===== config.mk =====
export PLATFORM = sky130hd
export DESIGN_NAME = io_channel_top
export DESIGN_NICKNAME = d
export VERILOG_FILES = /design/src/design/io_module_pkg.sv /design/src/design/mem_arb_if.sv /design/src/design/io_channel_top.sv /design/src/design/mem_arbiter.sv /design/src/design/interval_timer.sv
export SDC_FILE = /design/constraint.sdc
export NUM_CORES = 1
export LEC_CHECK = 0
export BUFFER_PORTS_ARGS = -buffer_cell sky130_fd_sc_hd__buf_4
export CORE_MARGIN = 8
export CORE_UTILIZATION = 60
export CTS_CLUSTER_DIAMETER = 50
export DETAILED_ROUTE_END_ITERATION = 16
export PLACE_DENSITY_LB_ADDON = 0.2
export SLEW_MARGIN = 20
export SYNTH_ARGS = -nofsm -noshare
export SYNTH_HDL_FRONTEND = slang
export SYNTH_SLANG_ARGS = --single-unit

===== constraint.sdc =====
create_clock -name sys_clk -period 5.2 [get_ports sys_clk]
set_clock_uncertainty 0.2 [all_clocks]
set_input_delay 0.26 -clock sys_clk [delete_from_list [all_inputs] [get_ports sys_clk]]
set_output_delay 0.26 -clock sys_clk [all_outputs]
set_load 0.1 [all_outputs]

===== src/design/io_module_pkg.sv =====
// Constants and state types of the I/O module channel
//=====================================================================
// Functional notes
// (RQ1) Memory requests granted in arrival order; processor request always wins.
// (RQ2) Twenty-four interrupt sources, one bit each in the interrupt register.
// (RQ3) An interrupt line sets its bit whatever the mask holds.
// (RQ4) Processor interrupt raised only by a set bit whose mask bit enables it.
// (RQ5) Software loads the interrupt mask ahead of time.
// (RQ6) Software reads and clears the interrupt register, separately or in one access.
// (RQ7) New descriptor accepted only while the channel is not busy.
// (RQ8) Select strobe stays high while the descriptor transfer is under way.
// (RQ9) Descriptor driven on the one shared 24-bit output bus.
// (RQ10) Peripherals sample the bus while the select strobe is high.
// (RQ11) The addressed peripheral answers with the received signal.
// (RQ12) Returned identification code is compared against the descriptor.
// (RQ13) Selection stays in force across transfers until a new descriptor.
// (RQ14) Data transfers only after selection, each started by a program write.
// (RQ15) Interval timer preset loaded by software, one millisecond per count.
// (RQ16) Unbuffered transfers paced to at most 125,000 words per second.
// (RQ17) Twelve-bit memory word address supplied from the address register.
// (RQ18) Descriptors arrive by operation code 06 and pick one of four paths.
// (RQ19) Interrupt bits stay set until software clears them.
// (RQ20) Busy from descriptor start until received and identity check complete.
package io_module_pkg;

  // ===================================================================
  // Timing
  localparam int unsigned SYS_CLK_HZ = 40_000_000;
  localparam int unsigned SYS_CLK_MHZ = SYS_CLK_HZ / 1_000_000;
  localparam int unsigned MEM_CYCLE_NS = 4000;
  localparam int unsigned MEM_CYCLE_CYCLES = (MEM_CYCLE_NS * SYS_CLK_MHZ) / 1000;
  localparam int unsigned XFER_RATE_WPS = 125_000;
  localparam int unsigned XFER_MIN_NS = 1_000_000_000 / XFER_RATE_WPS;
  localparam int unsigned XFER_MIN_CYCLES = (XFER_MIN_NS * SYS_CLK_MHZ + 999) / 1000;
  localparam int unsigned TIMER_LSB_MS = 1;
  localparam int unsigned TIMER_TICK_CYCLES = (SYS_CLK_HZ / 1000) * TIMER_LSB_MS;
  localparam int unsigned SEL_TIMEOUT_US = 100;
  localparam int unsigned SEL_TIMEOUT_CYCLES = SEL_TIMEOUT_US * SYS_CLK_MHZ;

  // ===================================================================
  // Widths
  localparam int unsigned IRQ_COUNT = 24;
  localparam int unsigned WORD_W = 24;
  localparam int unsigned MEM_ADDR_W = 12;
  localparam int unsigned REQ_COUNT = 4;
  localparam int unsigned DEV_ID_W = 6;
  localparam int unsigned TIMER_W = 24;
  localparam int unsigned REG_ADDR_W = 8;
  localparam int unsigned CNT_W = 12;

  // ===================================================================
  // Register map
  localparam logic [7:0] IRQ_STATUS_OFS = 8'h00;
  localparam logic [7:0] IRQ_MASK_OFS = 8'h04;
  localparam logic [7:0] IRQ_TAKE_OFS = 8'h08;
  localparam logic [7:0] DESCRIPTOR_OFS = 8'h0C;
  localparam logic [7:0] CHAN_STATUS_OFS = 8'h10;
  localparam logic [7:0] DATA_OFS = 8'h14;
  localparam logic [7:0] TIMER_OFS = 8'h18;
  localparam logic [7:0] MEM_ADDR_OFS = 8'h1C;

  // Descriptor write word fields
  localparam int unsigned OPCODE_LSB = 26;
  localparam logic [5:0] DESC_OPCODE = 6'h06;
  localparam int unsigned PATH_LSB = 24;
  localparam int unsigned DEV_FIELD_LSB = 18;

  // Channel status bits
  localparam int unsigned ST_BUSY = 0;
  localparam int unsigned ST_SELECTED = 1;
  localparam int unsigned ST_ID_ERROR = 2;
  localparam int unsigned ST_NO_ANSWER = 3;
  localparam int unsigned ST_XFER_BUSY = 4;
  localparam int unsigned ST_TIMER_RUN = 5;
  localparam int unsigned ST_TIMER_DONE = 6;

  localparam logic [23:0] IRQ_MASK_RESET = 24'h000000;

  typedef enum logic [1:0]
  {
    CH_IDLE = 2'b00,
    CH_SELECT = 2'b01,
    CH_CHECK = 2'b11,
    CH_READY = 2'b10
  } chan_state_t;

endpackage : io_module_pkg


===== src/design/mem_arb_if.sv =====
// Request and grant lines between the channel top and the memory arbiter
interface mem_arb_if;
  logic [3:0] req;
  logic [3:0] grant;
  logic busy;

  modport arb
  (
    input req,
    output grant,
    output busy
  );

  modport user
  (
    output req,
    input grant,
    input busy
  );
endinterface : mem_arb_if


===== src/design/io_channel_top.sv =====
// I/O module top: interrupts, unbuffered channel, arbiter and timer
module io_channel_top
  import io_module_pkg::*;
#(
  parameter int unsigned MS_TICK_CYCLES = io_module_pkg::TIMER_TICK_CYCLES
)
(
  input wire logic sys_clk,
  input wire logic rst_b,
  input wire logic [io_module_pkg::REG_ADDR_W-1:0] regAddr,
  input wire logic [31:0] regWrData,
  input wire logic regWr,
  input wire logic regRd,
  output logic [31:0] regRdData,
  input wire logic [io_module_pkg::IRQ_COUNT-1:0] irqLines,
  output logic progInterrupt,
  input wire logic [io_module_pkg::REQ_COUNT-1:0] memReq,
  output logic [io_module_pkg::REQ_COUNT-1:0] memGrant,
  output logic memCycleActive,
  output logic [io_module_pkg::MEM_ADDR_W-1:0] memAddr,
  output logic [io_module_pkg::WORD_W-1:0] outBus,
  output logic [1:0] pathSel,
  output logic selectStrobe,
  output logic dataStrobe,
  output logic chanBusy,
  input wire logic devReceived,
  input wire logic [io_module_pkg::DEV_ID_W-1:0] devIdCode,
  input wire logic [io_module_pkg::WORD_W-1:0] inBus
);

  localparam int unsigned SYNC_W = IRQ_COUNT + WORD_W + DEV_ID_W + 1;

  logic [SYNC_W-1:0] pinRaw;
  logic [SYNC_W-1:0] syncA;
  logic [SYNC_W-1:0] syncB;
  logic [SYNC_W-1:0] syncC;
  logic [SYNC_W-1:0] pinStable;
  logic [IRQ_COUNT-1:0] irqIn;
  logic [WORD_W-1:0] inWord;
  logic [DEV_ID_W-1:0] idIn;
  logic receivedIn;

  logic [IRQ_COUNT-1:0] irqStatus;
  logic [IRQ_COUNT-1:0] irqMask;
  logic [IRQ_COUNT-1:0] irqClear;
  chan_state_t state;
  logic [WORD_W-1:0] descriptor;
  logic [CNT_W-1:0] selTimer;
  logic [CNT_W-1:0] xferCnt;
  logic xferBusy;
  logic idError;
  logic noAnswer;
  logic timerDone;
  logic descAccept;
  logic dataAccept;
  logic wrDesc;
  logic wrData;
  logic wrTimer;
  logic [TIMER_W-1:0] timerCount;
  logic timerRun;
  logic timerDonePulse;
  logic [6:0] chanStatus;

  mem_arb_if arbBus ();

  // ===================================================================
  // Pin synchronisers
  assign pinRaw = {irqLines, inBus, devIdCode, devReceived};

  genvar g;
  generate
    for (g = 0; g < SYNC_W; g++)
    begin : gSync
      always_ff @(posedge sys_clk)
      begin
        if (!rst_b)
        begin
          syncA[g] <= 1'b0;
          syncB[g] <= 1'b0;
          syncC[g] <= 1'b0;
          pinStable[g] <= 1'b0;
        end
        else
        begin
          syncA[g] <= pinRaw[g];
          syncB[g] <= syncA[g];
          syncC[g] <= syncB[g];
          if (syncB[g] == syncC[g])
          begin
            pinStable[g] <= syncC[g];
          end
        end
      end
    end
  endgenerate

  assign receivedIn = pinStable[0];
  assign idIn = pinStable[DEV_ID_W:1];
  assign inWord = pinStable[DEV_ID_W+WORD_W:DEV_ID_W+1];
  assign irqIn = pinStable[SYNC_W-1:DEV_ID_W+WORD_W+1];

  // ===================================================================
  // Write decode
  assign wrDesc = regWr && (regAddr == DESCRIPTOR_OFS);
  assign wrData = regWr && (regAddr == DATA_OFS);
  assign wrTimer = regWr && (regAddr == TIMER_OFS);
  assign descAccept = wrDesc && !chanBusy
    && (regWrData[31:OPCODE_LSB] == DESC_OPCODE); // see (RQ7) (RQ18)
  assign dataAccept = wrData && (state == CH_READY) && !xferBusy; // see (RQ14) (RQ16)

  always_comb
  begin
    irqClear = '0;
    if (regWr && (regAddr == IRQ_STATUS_OFS))
    begin
      irqClear = regWrData[IRQ_COUNT-1:0]; // see (RQ6)
    end
    else if (regRd && (regAddr == IRQ_TAKE_OFS))
    begin
      irqClear = '1; // see (RQ6)
    end
  end

  // ===================================================================
  // Interrupt register and mask
  always_ff @(posedge sys_clk)
  begin
    if (!rst_b)
    begin
      irqStatus <= '0;
    end
    else
    begin
      irqStatus <= (irqStatus & ~irqClear) | irqIn; // see (RQ2) (RQ3) (RQ19)
    end
  end

  always_ff @(posedge sys_clk)
  begin
    if (!rst_b)
    begin
      irqMask <= IRQ_MASK_RESET;
    end
    else if (regWr && (regAddr == IRQ_MASK_OFS))
    begin
      irqMask <= regWrData[IRQ_COUNT-1:0]; // see (RQ5)
    end
  end

  always_ff @(posedge sys_clk)
  begin
    if (!rst_b)
    begin
      progInterrupt <= 1'b0;
    end
    else
    begin
      progInterrupt <= |(irqStatus & irqMask); // see (RQ4)
    end
  end

  // ===================================================================
  // Channel selection sequence
  always_ff @(posedge sys_clk)
  begin
    if (!rst_b)
    begin
      state <= CH_IDLE;
      descriptor <= '0;
      pathSel <= 2'd0;
      selTimer <= '0;
      idError <= 1'b0;
      noAnswer <= 1'b0;
    end
    else
    begin
      if (regWr && (regAddr == CHAN_STATUS_OFS))
      begin
        if (regWrData[ST_ID_ERROR])
        begin
          idError <= 1'b0;
        end
        if (regWrData[ST_NO_ANSWER])
        begin
          noAnswer <= 1'b0;
        end
      end
      case (state)
        CH_IDLE, CH_READY:
        begin
          if (descAccept)
          begin
            descriptor <= regWrData[WORD_W-1:0];
            pathSel <= regWrData[PATH_LSB+1:PATH_LSB]; // see (RQ18)
            selTimer <= CNT_W'(SEL_TIMEOUT_CYCLES - 1);
            state <= CH_SELECT;
          end
        end
        CH_SELECT:
        begin
          if (receivedIn)
          begin
            state <= CH_CHECK; // see (RQ11)
          end
          else if (selTimer == '0)
          begin
            noAnswer <= 1'b1;
            state <= CH_IDLE;
          end
          else
          begin
            selTimer <= selTimer - 1'b1;
          end
        end
        CH_CHECK:
        begin
          if (idIn == descriptor[DEV_FIELD_LSB+DEV_ID_W-1:DEV_FIELD_LSB])
          begin
            state <= CH_READY; // see (RQ12) (RQ13)
          end
          else
          begin
            idError <= 1'b1; // see (RQ12)
            state <= CH_IDLE;
          end
        end
        default:
        begin
          state <= CH_IDLE;
        end
      endcase
    end
  end

  assign chanBusy = (state == CH_SELECT) || (state == CH_CHECK); // see (RQ20)
  assign selectStrobe = (state == CH_SELECT); // see (RQ8) (RQ10)

  // ===================================================================
  // Shared output bus and paced data transfers
  always_ff @(posedge sys_clk)
  begin
    if (!rst_b)
    begin
      outBus <= '0;
      dataStrobe <= 1'b0;
    end
    else
    begin
      dataStrobe <= dataAccept; // see (RQ14)
      if (descAccept || dataAccept)
      begin
        outBus <= regWrData[WORD_W-1:0]; // see (RQ9)
      end
    end
  end

  always_ff @(posedge sys_clk)
  begin
    if (!rst_b)
    begin
      xferBusy <= 1'b0;
      xferCnt <= '0;
    end
    else if (dataAccept)
    begin
      xferBusy <= 1'b1;
      xferCnt <= CNT_W'(XFER_MIN_CYCLES - 2); // see (RQ16)
    end
    else if (xferBusy)
    begin
      if (xferCnt == '0)
      begin
        xferBusy <= 1'b0;
      end
      else
      begin
        xferCnt <= xferCnt - 1'b1;
      end
    end
  end

  // ===================================================================
  // Memory address register and arbiter
  always_ff @(posedge sys_clk)
  begin
    if (!rst_b)
    begin
      memAddr <= '0;
    end
    else if (regWr && (regAddr == MEM_ADDR_OFS))
    begin
      memAddr <= regWrData[MEM_ADDR_W-1:0]; // see (RQ17)
    end
  end

  assign arbBus.req = memReq;
  assign memGrant = arbBus.grant;
  assign memCycleActive = arbBus.busy;

  mem_arbiter uArbiter
  (
    .sys_clk(sys_clk),
    .rst_b(rst_b),
    .port(arbBus.arb)
  );

  // ===================================================================
  // Interval timer
  interval_timer #(
    .TICK_CYCLES(MS_TICK_CYCLES)
  ) uTimer
  (
    .sys_clk(sys_clk),
    .rst_b(rst_b),
    .load(wrTimer),
    .preset(regWrData[TIMER_W-1:0]),
    .count(timerCount),
    .running(timerRun),
    .done(timerDonePulse)
  );

  always_ff @(posedge sys_clk)
  begin
    if (!rst_b)
    begin
      timerDone <= 1'b0;
    end
    else if (timerDonePulse)
    begin
      timerDone <= 1'b1;
    end
    else if (regWr && (regAddr == CHAN_STATUS_OFS) && regWrData[ST_TIMER_DONE])
    begin
      timerDone <= 1'b0;
    end
  end

  // ===================================================================
  // Read port
  assign chanStatus = {timerDone, timerRun, xferBusy, noAnswer, idError,
    (state == CH_READY), chanBusy};

  always_ff @(posedge sys_clk)
  begin
    if (!rst_b || !regRd)
    begin
      regRdData <= 32'h0000_0000;
    end
    else if (regAddr == IRQ_STATUS_OFS || regAddr == IRQ_TAKE_OFS)
      regRdData <= {8'h00, irqStatus}; // see (RQ6)
    else if (regAddr == IRQ_MASK_OFS)
      regRdData <= {8'h00, irqMask};
    else if (regAddr == DESCRIPTOR_OFS)
      regRdData <= {4'h0, 2'b00, pathSel, descriptor};
    else if (regAddr == CHAN_STATUS_OFS)
      regRdData <= {25'h0, chanStatus};
    else if (regAddr == DATA_OFS)
      regRdData <= {8'h00, inWord};
    else if (regAddr == TIMER_OFS)
      regRdData <= {8'h00, timerCount};
    else if (regAddr == MEM_ADDR_OFS)
      regRdData <= {20'h00000, memAddr};
    else
      regRdData <= 32'h0000_0000;
  end

endmodule : io_channel_top


===== src/design/mem_arbiter.sv =====
// Memory access arbiter: arrival order with processor priority
module mem_arbiter
  import io_module_pkg::*;
(
  input wire logic sys_clk,
  input wire logic rst_b,
  mem_arb_if.arb port
);

  logic [3:0] pend;
  logic [1:0] rank [4];
  logic [CNT_W-1:0] cycleCnt;
  logic [3:0] next_pend;
  logic [1:0] next_rank [4];
  logic [1:0] pick;
  logic doGrant;
  logic [2:0] cnt;

  // ===================================================================
  // Queue update
  always_comb
  begin
    next_pend = pend;
    next_rank = rank;
    pick = 2'd0;
    doGrant = !port.busy && (|pend);
    if (!pend[0]) // see (RQ1)
    begin
      for (int i = 1; i < 4; i++)
      begin
        if (pend[i] && rank[i] == 2'd0)
        begin
          pick = 2'(i); // see (RQ1)
        end
      end
    end
    if (doGrant)
    begin
      next_pend[pick] = 1'b0;
      for (int i = 0; i < 4; i++)
      begin
        if (pend[i] && rank[i] > rank[pick])
        begin
          next_rank[i] = rank[i] - 2'd1;
        end
      end
    end
    cnt = 3'($countones(next_pend));
    for (int i = 0; i < 4; i++)
    begin
      if (port.req[i] && !pend[i])
      begin
        next_pend[i] = 1'b1;
        next_rank[i] = cnt[1:0]; // see (RQ1)
        cnt = cnt + 3'd1;
      end
    end
  end

  always_ff @(posedge sys_clk)
  begin
    if (!rst_b)
    begin
      pend <= 4'h0;
      rank <= '{default: 2'd0};
    end
    else
    begin
      pend <= next_pend;
      rank <= next_rank;
    end
  end

  // ===================================================================
  // Grant pulse and memory cycle
  always_ff @(posedge sys_clk)
  begin
    if (!rst_b)
    begin
      port.grant <= 4'h0;
      port.busy <= 1'b0;
      cycleCnt <= '0;
    end
    else
    begin
      port.grant <= 4'h0;
      if (doGrant)
      begin
        port.grant <= 4'h1 << pick;
        port.busy <= 1'b1;
        cycleCnt <= CNT_W'(MEM_CYCLE_CYCLES - 1);
      end
      else if (port.busy)
      begin
        if (cycleCnt == '0)
        begin
          port.busy <= 1'b0;
        end
        else
        begin
          cycleCnt <= cycleCnt - 1'b1;
        end
      end
    end
  end

endmodule : mem_arbiter


===== src/design/interval_timer.sv =====
// Interval timer counting down a software preset in millisecond steps
module interval_timer
  import io_module_pkg::*;
#(
  parameter int unsigned TICK_CYCLES = TIMER_TICK_CYCLES
)
(
  input wire logic sys_clk,
  input wire logic rst_b,
  input wire logic load,
  input wire logic [io_module_pkg::TIMER_W-1:0] preset,
  output logic [io_module_pkg::TIMER_W-1:0] count,
  output logic running,
  output logic done
);

  logic [31:0] divCnt;
  logic msTick;

  // ===================================================================
  // Millisecond enable
  always_ff @(posedge sys_clk)
  begin
    if (!rst_b || load)
    begin
      divCnt <= 32'h0;
      msTick <= 1'b0;
    end
    else if (divCnt == TICK_CYCLES - 1)
    begin
      divCnt <= 32'h0;
      msTick <= 1'b1;
    end
    else
    begin
      divCnt <= divCnt + 32'h1;
      msTick <= 1'b0;
    end
  end

  // ===================================================================
  // Countdown
  always_ff @(posedge sys_clk)
  begin
    if (!rst_b)
    begin
      count <= '0;
      running <= 1'b0;
      done <= 1'b0;
    end
    else
    begin
      done <= 1'b0;
      if (load)
      begin
        count <= preset; // see (RQ15)
        running <= (preset != '0);
      end
      else if (running && msTick)
      begin
        count <= count - 1'b1;
        if (count == TIMER_W'(1))
        begin
          running <= 1'b0;
          done <= 1'b1;
        end
      end
    end
  end

endmodule : interval_timer


==> results.yml <==
synth:
  ys_seq_area_share_pct: 52.0
  synth-seq-cells: 476
  syn_inst: 2000
  ys.flop_type: "dfxtp_1"
  syn_area_per_cell_um2: 9.17
  synth-edff-count: 0
  netlist_area_um2: 18300
  async_flop_share_pct: 0
  netlist-cell-type-count: 79
  yosysWarningCount: 0
min_path:
  hold_depth: 4
  hold_path.class: "in2reg"
  hp-start: "memReq[1]"
global_routing:
  grt_usage_pct: 26.1
  gr-total-overflow: 0
  met2_usage_pct: 41.8
  grt_first_pass_wirelength_mm: 77.3
  met3_usage_pct: 6.47
  antenna_found_initial: 1
  busiest_layer: "met2"
  grt_max_degree: 124
  use_met1_pct: 33.4
  grt_pass1_vias: 14749
drt:
  vias: 15247
  drt_iter0_drc: 1336
  finalWirelength_mm: 49.2
  ant_nets: 0
  viasPerCell: 5.75
  avgRoutedWirePerCell_um: 18.5
  drcViolationCount: 0
  dr.pass1.iters: 6
sta:
  slew_violations: 0
  worst_pin_slew_ns: 1.13
  final-setup-viol-count: 0
  relSlewSlack_pct: 24.7
  finalCritPeriodShare_pct: 68.8
  fin_ws_ns: 1.62
  whs_ns: 0.0435
  finalCriticalPeriod_ns: 3.58
  rsz0062_at_grt: "false"
  final-hold-violation-count: 0
  fmax_mhz: 280
  tns_ns: 0
cts:
  cts_resized: 0
  cts_buffers: 50
  clk_pin_slew_ns: 0.06
  cts-root-buf: "clkbuf_16"
  h-tree-depth: 2
  clk_latency_ns: 0.56
  cts_max_path_buffers: 3
  cts_setup_buffers: 0
  numClockSinks: 476
  cts_tree: "yes"
placement:
  dp_hpwl_mm: 31.9
  placed_cells: 2473
  pre_cts_ws_ns: 1.61
  io_buffers: 175
  gp_congestion: 0.894
floorplanning:
  die-area_um2: 36400
  row_count: 64
  fp.dieW_um: 191
  dieHeight_um: 191
  ios: 182
  floorplan.initialDensity_pct: 60.4
  core_um2: 30300
worst_setup_path:
  cp-end-kind: "flop"
  cpMaxStageDelayCell: "fa_1"
  crit_buf_inv: 2
  cp_data_arrival_time_ns: 3.79
  startpoint: "uArbiter.rank[0]"
  crit_type: "reg2reg"
  cp_num_cells: 12
  critical-path-max-stage-delay_ns: 0.49
  cp_max_fo: 7
  reg2regPathDepth: 12
  critPathLaunchType: "flop"
  cp_top_family: "adder cells"
  crit_chain: "inv_1, ha_1, nand2_1, nand4_1, o31ai_1, fa_1, inv_1, ha_1, maj3_1, xnor2_1, xnor2_1, o31ai_1"
  crit_required_ns: 5.41
  r2r-start: "uArbiter.rank[0]"
pwr:
  ir_worst_vdd_v: 0.000323
  p_leak_nw: 8.76
  total_power_mw: 8.14
  powerDensity_nw_per_um2: 363
flow_run:
  drv_cap: 0
final_layout:
  nets: 2337
  drive_above_1_share_pct: 13.5
  final.fill_count: 2170
  syn2layout_area_growth_pct: 22.3
  fin_cells: 2653
outcome:
  status: "complete, no violations"
[sequential cells by signal, indices dropped and copies added, names as in the netlist, 24 cells and up]
| signal | flops |
|---|---|
| syncA | 55 |
| syncB | 55 |
| syncC | 55 |
| uTimer.divCnt | 32 |
| regRdData | 26 |
| descriptor | 24 |
| inWord | 24 |
| irqIn | 24 |
| irqMask | 24 |
| irqStatus | 24 |
| outBus | 24 |
| uTimer.count | 24 |
[synth_stat cells (5+ instances only)]
cell type / number / area share [%]
and3_1: 13 / 0.44
a22o_1: 8 / 0.38
nor3_1: 38 / 1.0
or4_1: 7 / 0.29
nand3_1: 31 / 0.85
or3_1: 14 / 0.48
xnor2_1: 47 / 2.2
and2_1: 170 / 5.8
nor4_1: 31 / 1.1
nand4_1: 21 / 0.72
a211oi_1: 24 / 0.98
buf_4: 6 / 0.25
a31oi_1: 36 / 1.2
and4_1: 6 / 0.29
a221oi_1: 13 / 0.62
dfxtp_1: 476 / 52
nor2b_1: 11 / 0.38
clkbuf_1: 85 / 1.7
o21ai_0: 103 / 2.8
mux2i_1: 72 / 3.9
nor4b_1: 5 / 0.24
a22oi_1: 17 / 0.70
buf_2: 19 / 0.52
a21oi_1: 135 / 3.7
nor2_1: 200 / 4.1
o21a_1: 5 / 0.20
ha_1: 18 / 1.2
inv_1: 29 / 0.59
xor2_1: 38 / 1.8
o211ai_1: 5 / 0.20
nand2_1: 234 / 4.8
[path summary, 6_finish.rpt]
check | slack, ns | end
max | 1.62 | uArbiter.rank[1]
min | 0.04 | uArbiter.pend[1]
max reg2reg | 1.62 | uArbiter.rank[1]
min reg2reg | 0.23 | syncB[19]
[final cells by class]
type                            count  area (µm²)  area share, %
Sequential cell                   476        9530           42.5
Multi-Input combinational cell   1384        8240           36.7
Timing Repair Buffer              273        2280           10.2
Clock buffer                       68        1420           6.33
Tap cell                          396         495           2.21
Clock inverter                     25         343           1.53
Inverter                           30         118          0.524
Antenna cell                        1        2.50         0.0112
[cells in the final DEF, fill, tap and decap left out, drive strengths merged, types with 34 or more instances in the layout]
master,n
nand2,234
a31oi,36
nor4,34
nor2,200
xnor2,47
xor2,38
o21ai,103
clkbuf,68
inv,35
nor3,42
dlygate4sd3,86
mux2i,72
and2,170
dfxtp,476
a21oi,135
buf,187
[worst register-to-register path, stage by stage, from the launching register on]
cell and delay (ns):
dfxtp_1 0.35, inv_1 0.09, ha_1 0.21, nand2_1 0.20
nand4_1 0.22, o31ai_1 0.43, fa_1 0.49, inv_1 0.07
ha_1 0.30, maj3_1 0.39, xnor2_1 0.25, xnor2_1 0.16
o31ai_1 0.07
[power breakdown]
part           internal, mW  leakage [nW]  switching (mW)
Sequential             3.73          3.87          0.0546
Clock                  2.24         0.847            1.49
Combinational         0.264          4.04           0.358
Total                  6.24          8.76            1.90
[per-stage QoR]
stage / utilization (%) / area (µm²)
floorplan: - / 18400
global placement: 65.2 / 19800
detailed placement: 65.2 / 19800
CTS: 73.9 / 22400
global route: 73.9 / 22400
finish: 73.9 / 22400
[per-layer routing]
layer	part of all wire, %	vias to the layer above
li1	-	7326
met4	3.5	2
met1	41	7160
met2	46	642
met3	9.6	117
met5	0.026	-
[kinds of logic (layout without fill, tap and decap cells)]
family | Yosys count | in the layout | synth area share, %
buffers and inverters | 145 | 396 | 3.30
other | 1 | 7 | 0.0205
flip-flops | 476 | 476 | 52.0
AO/OA/AOI/OAI | 385 | 385 | 12.8
adder cells (fa/ha/maj) | 20 | 20 | 1.39
XOR/XNOR | 86 | 86 | 4.18
AND/OR/NAND/NOR | 814 | 814 | 22.3
multiplexers | 73 | 73 | 3.99
[repair_timing]
| action | in CTS | in global routing |
|---|---|---|
| endpoints found under the setup margin | 0 | 0 |
| hold buffers | 86 | 0 |
| hold endpoints to repair | 200 | 0 |
Power figures use the tool's default switching activity.
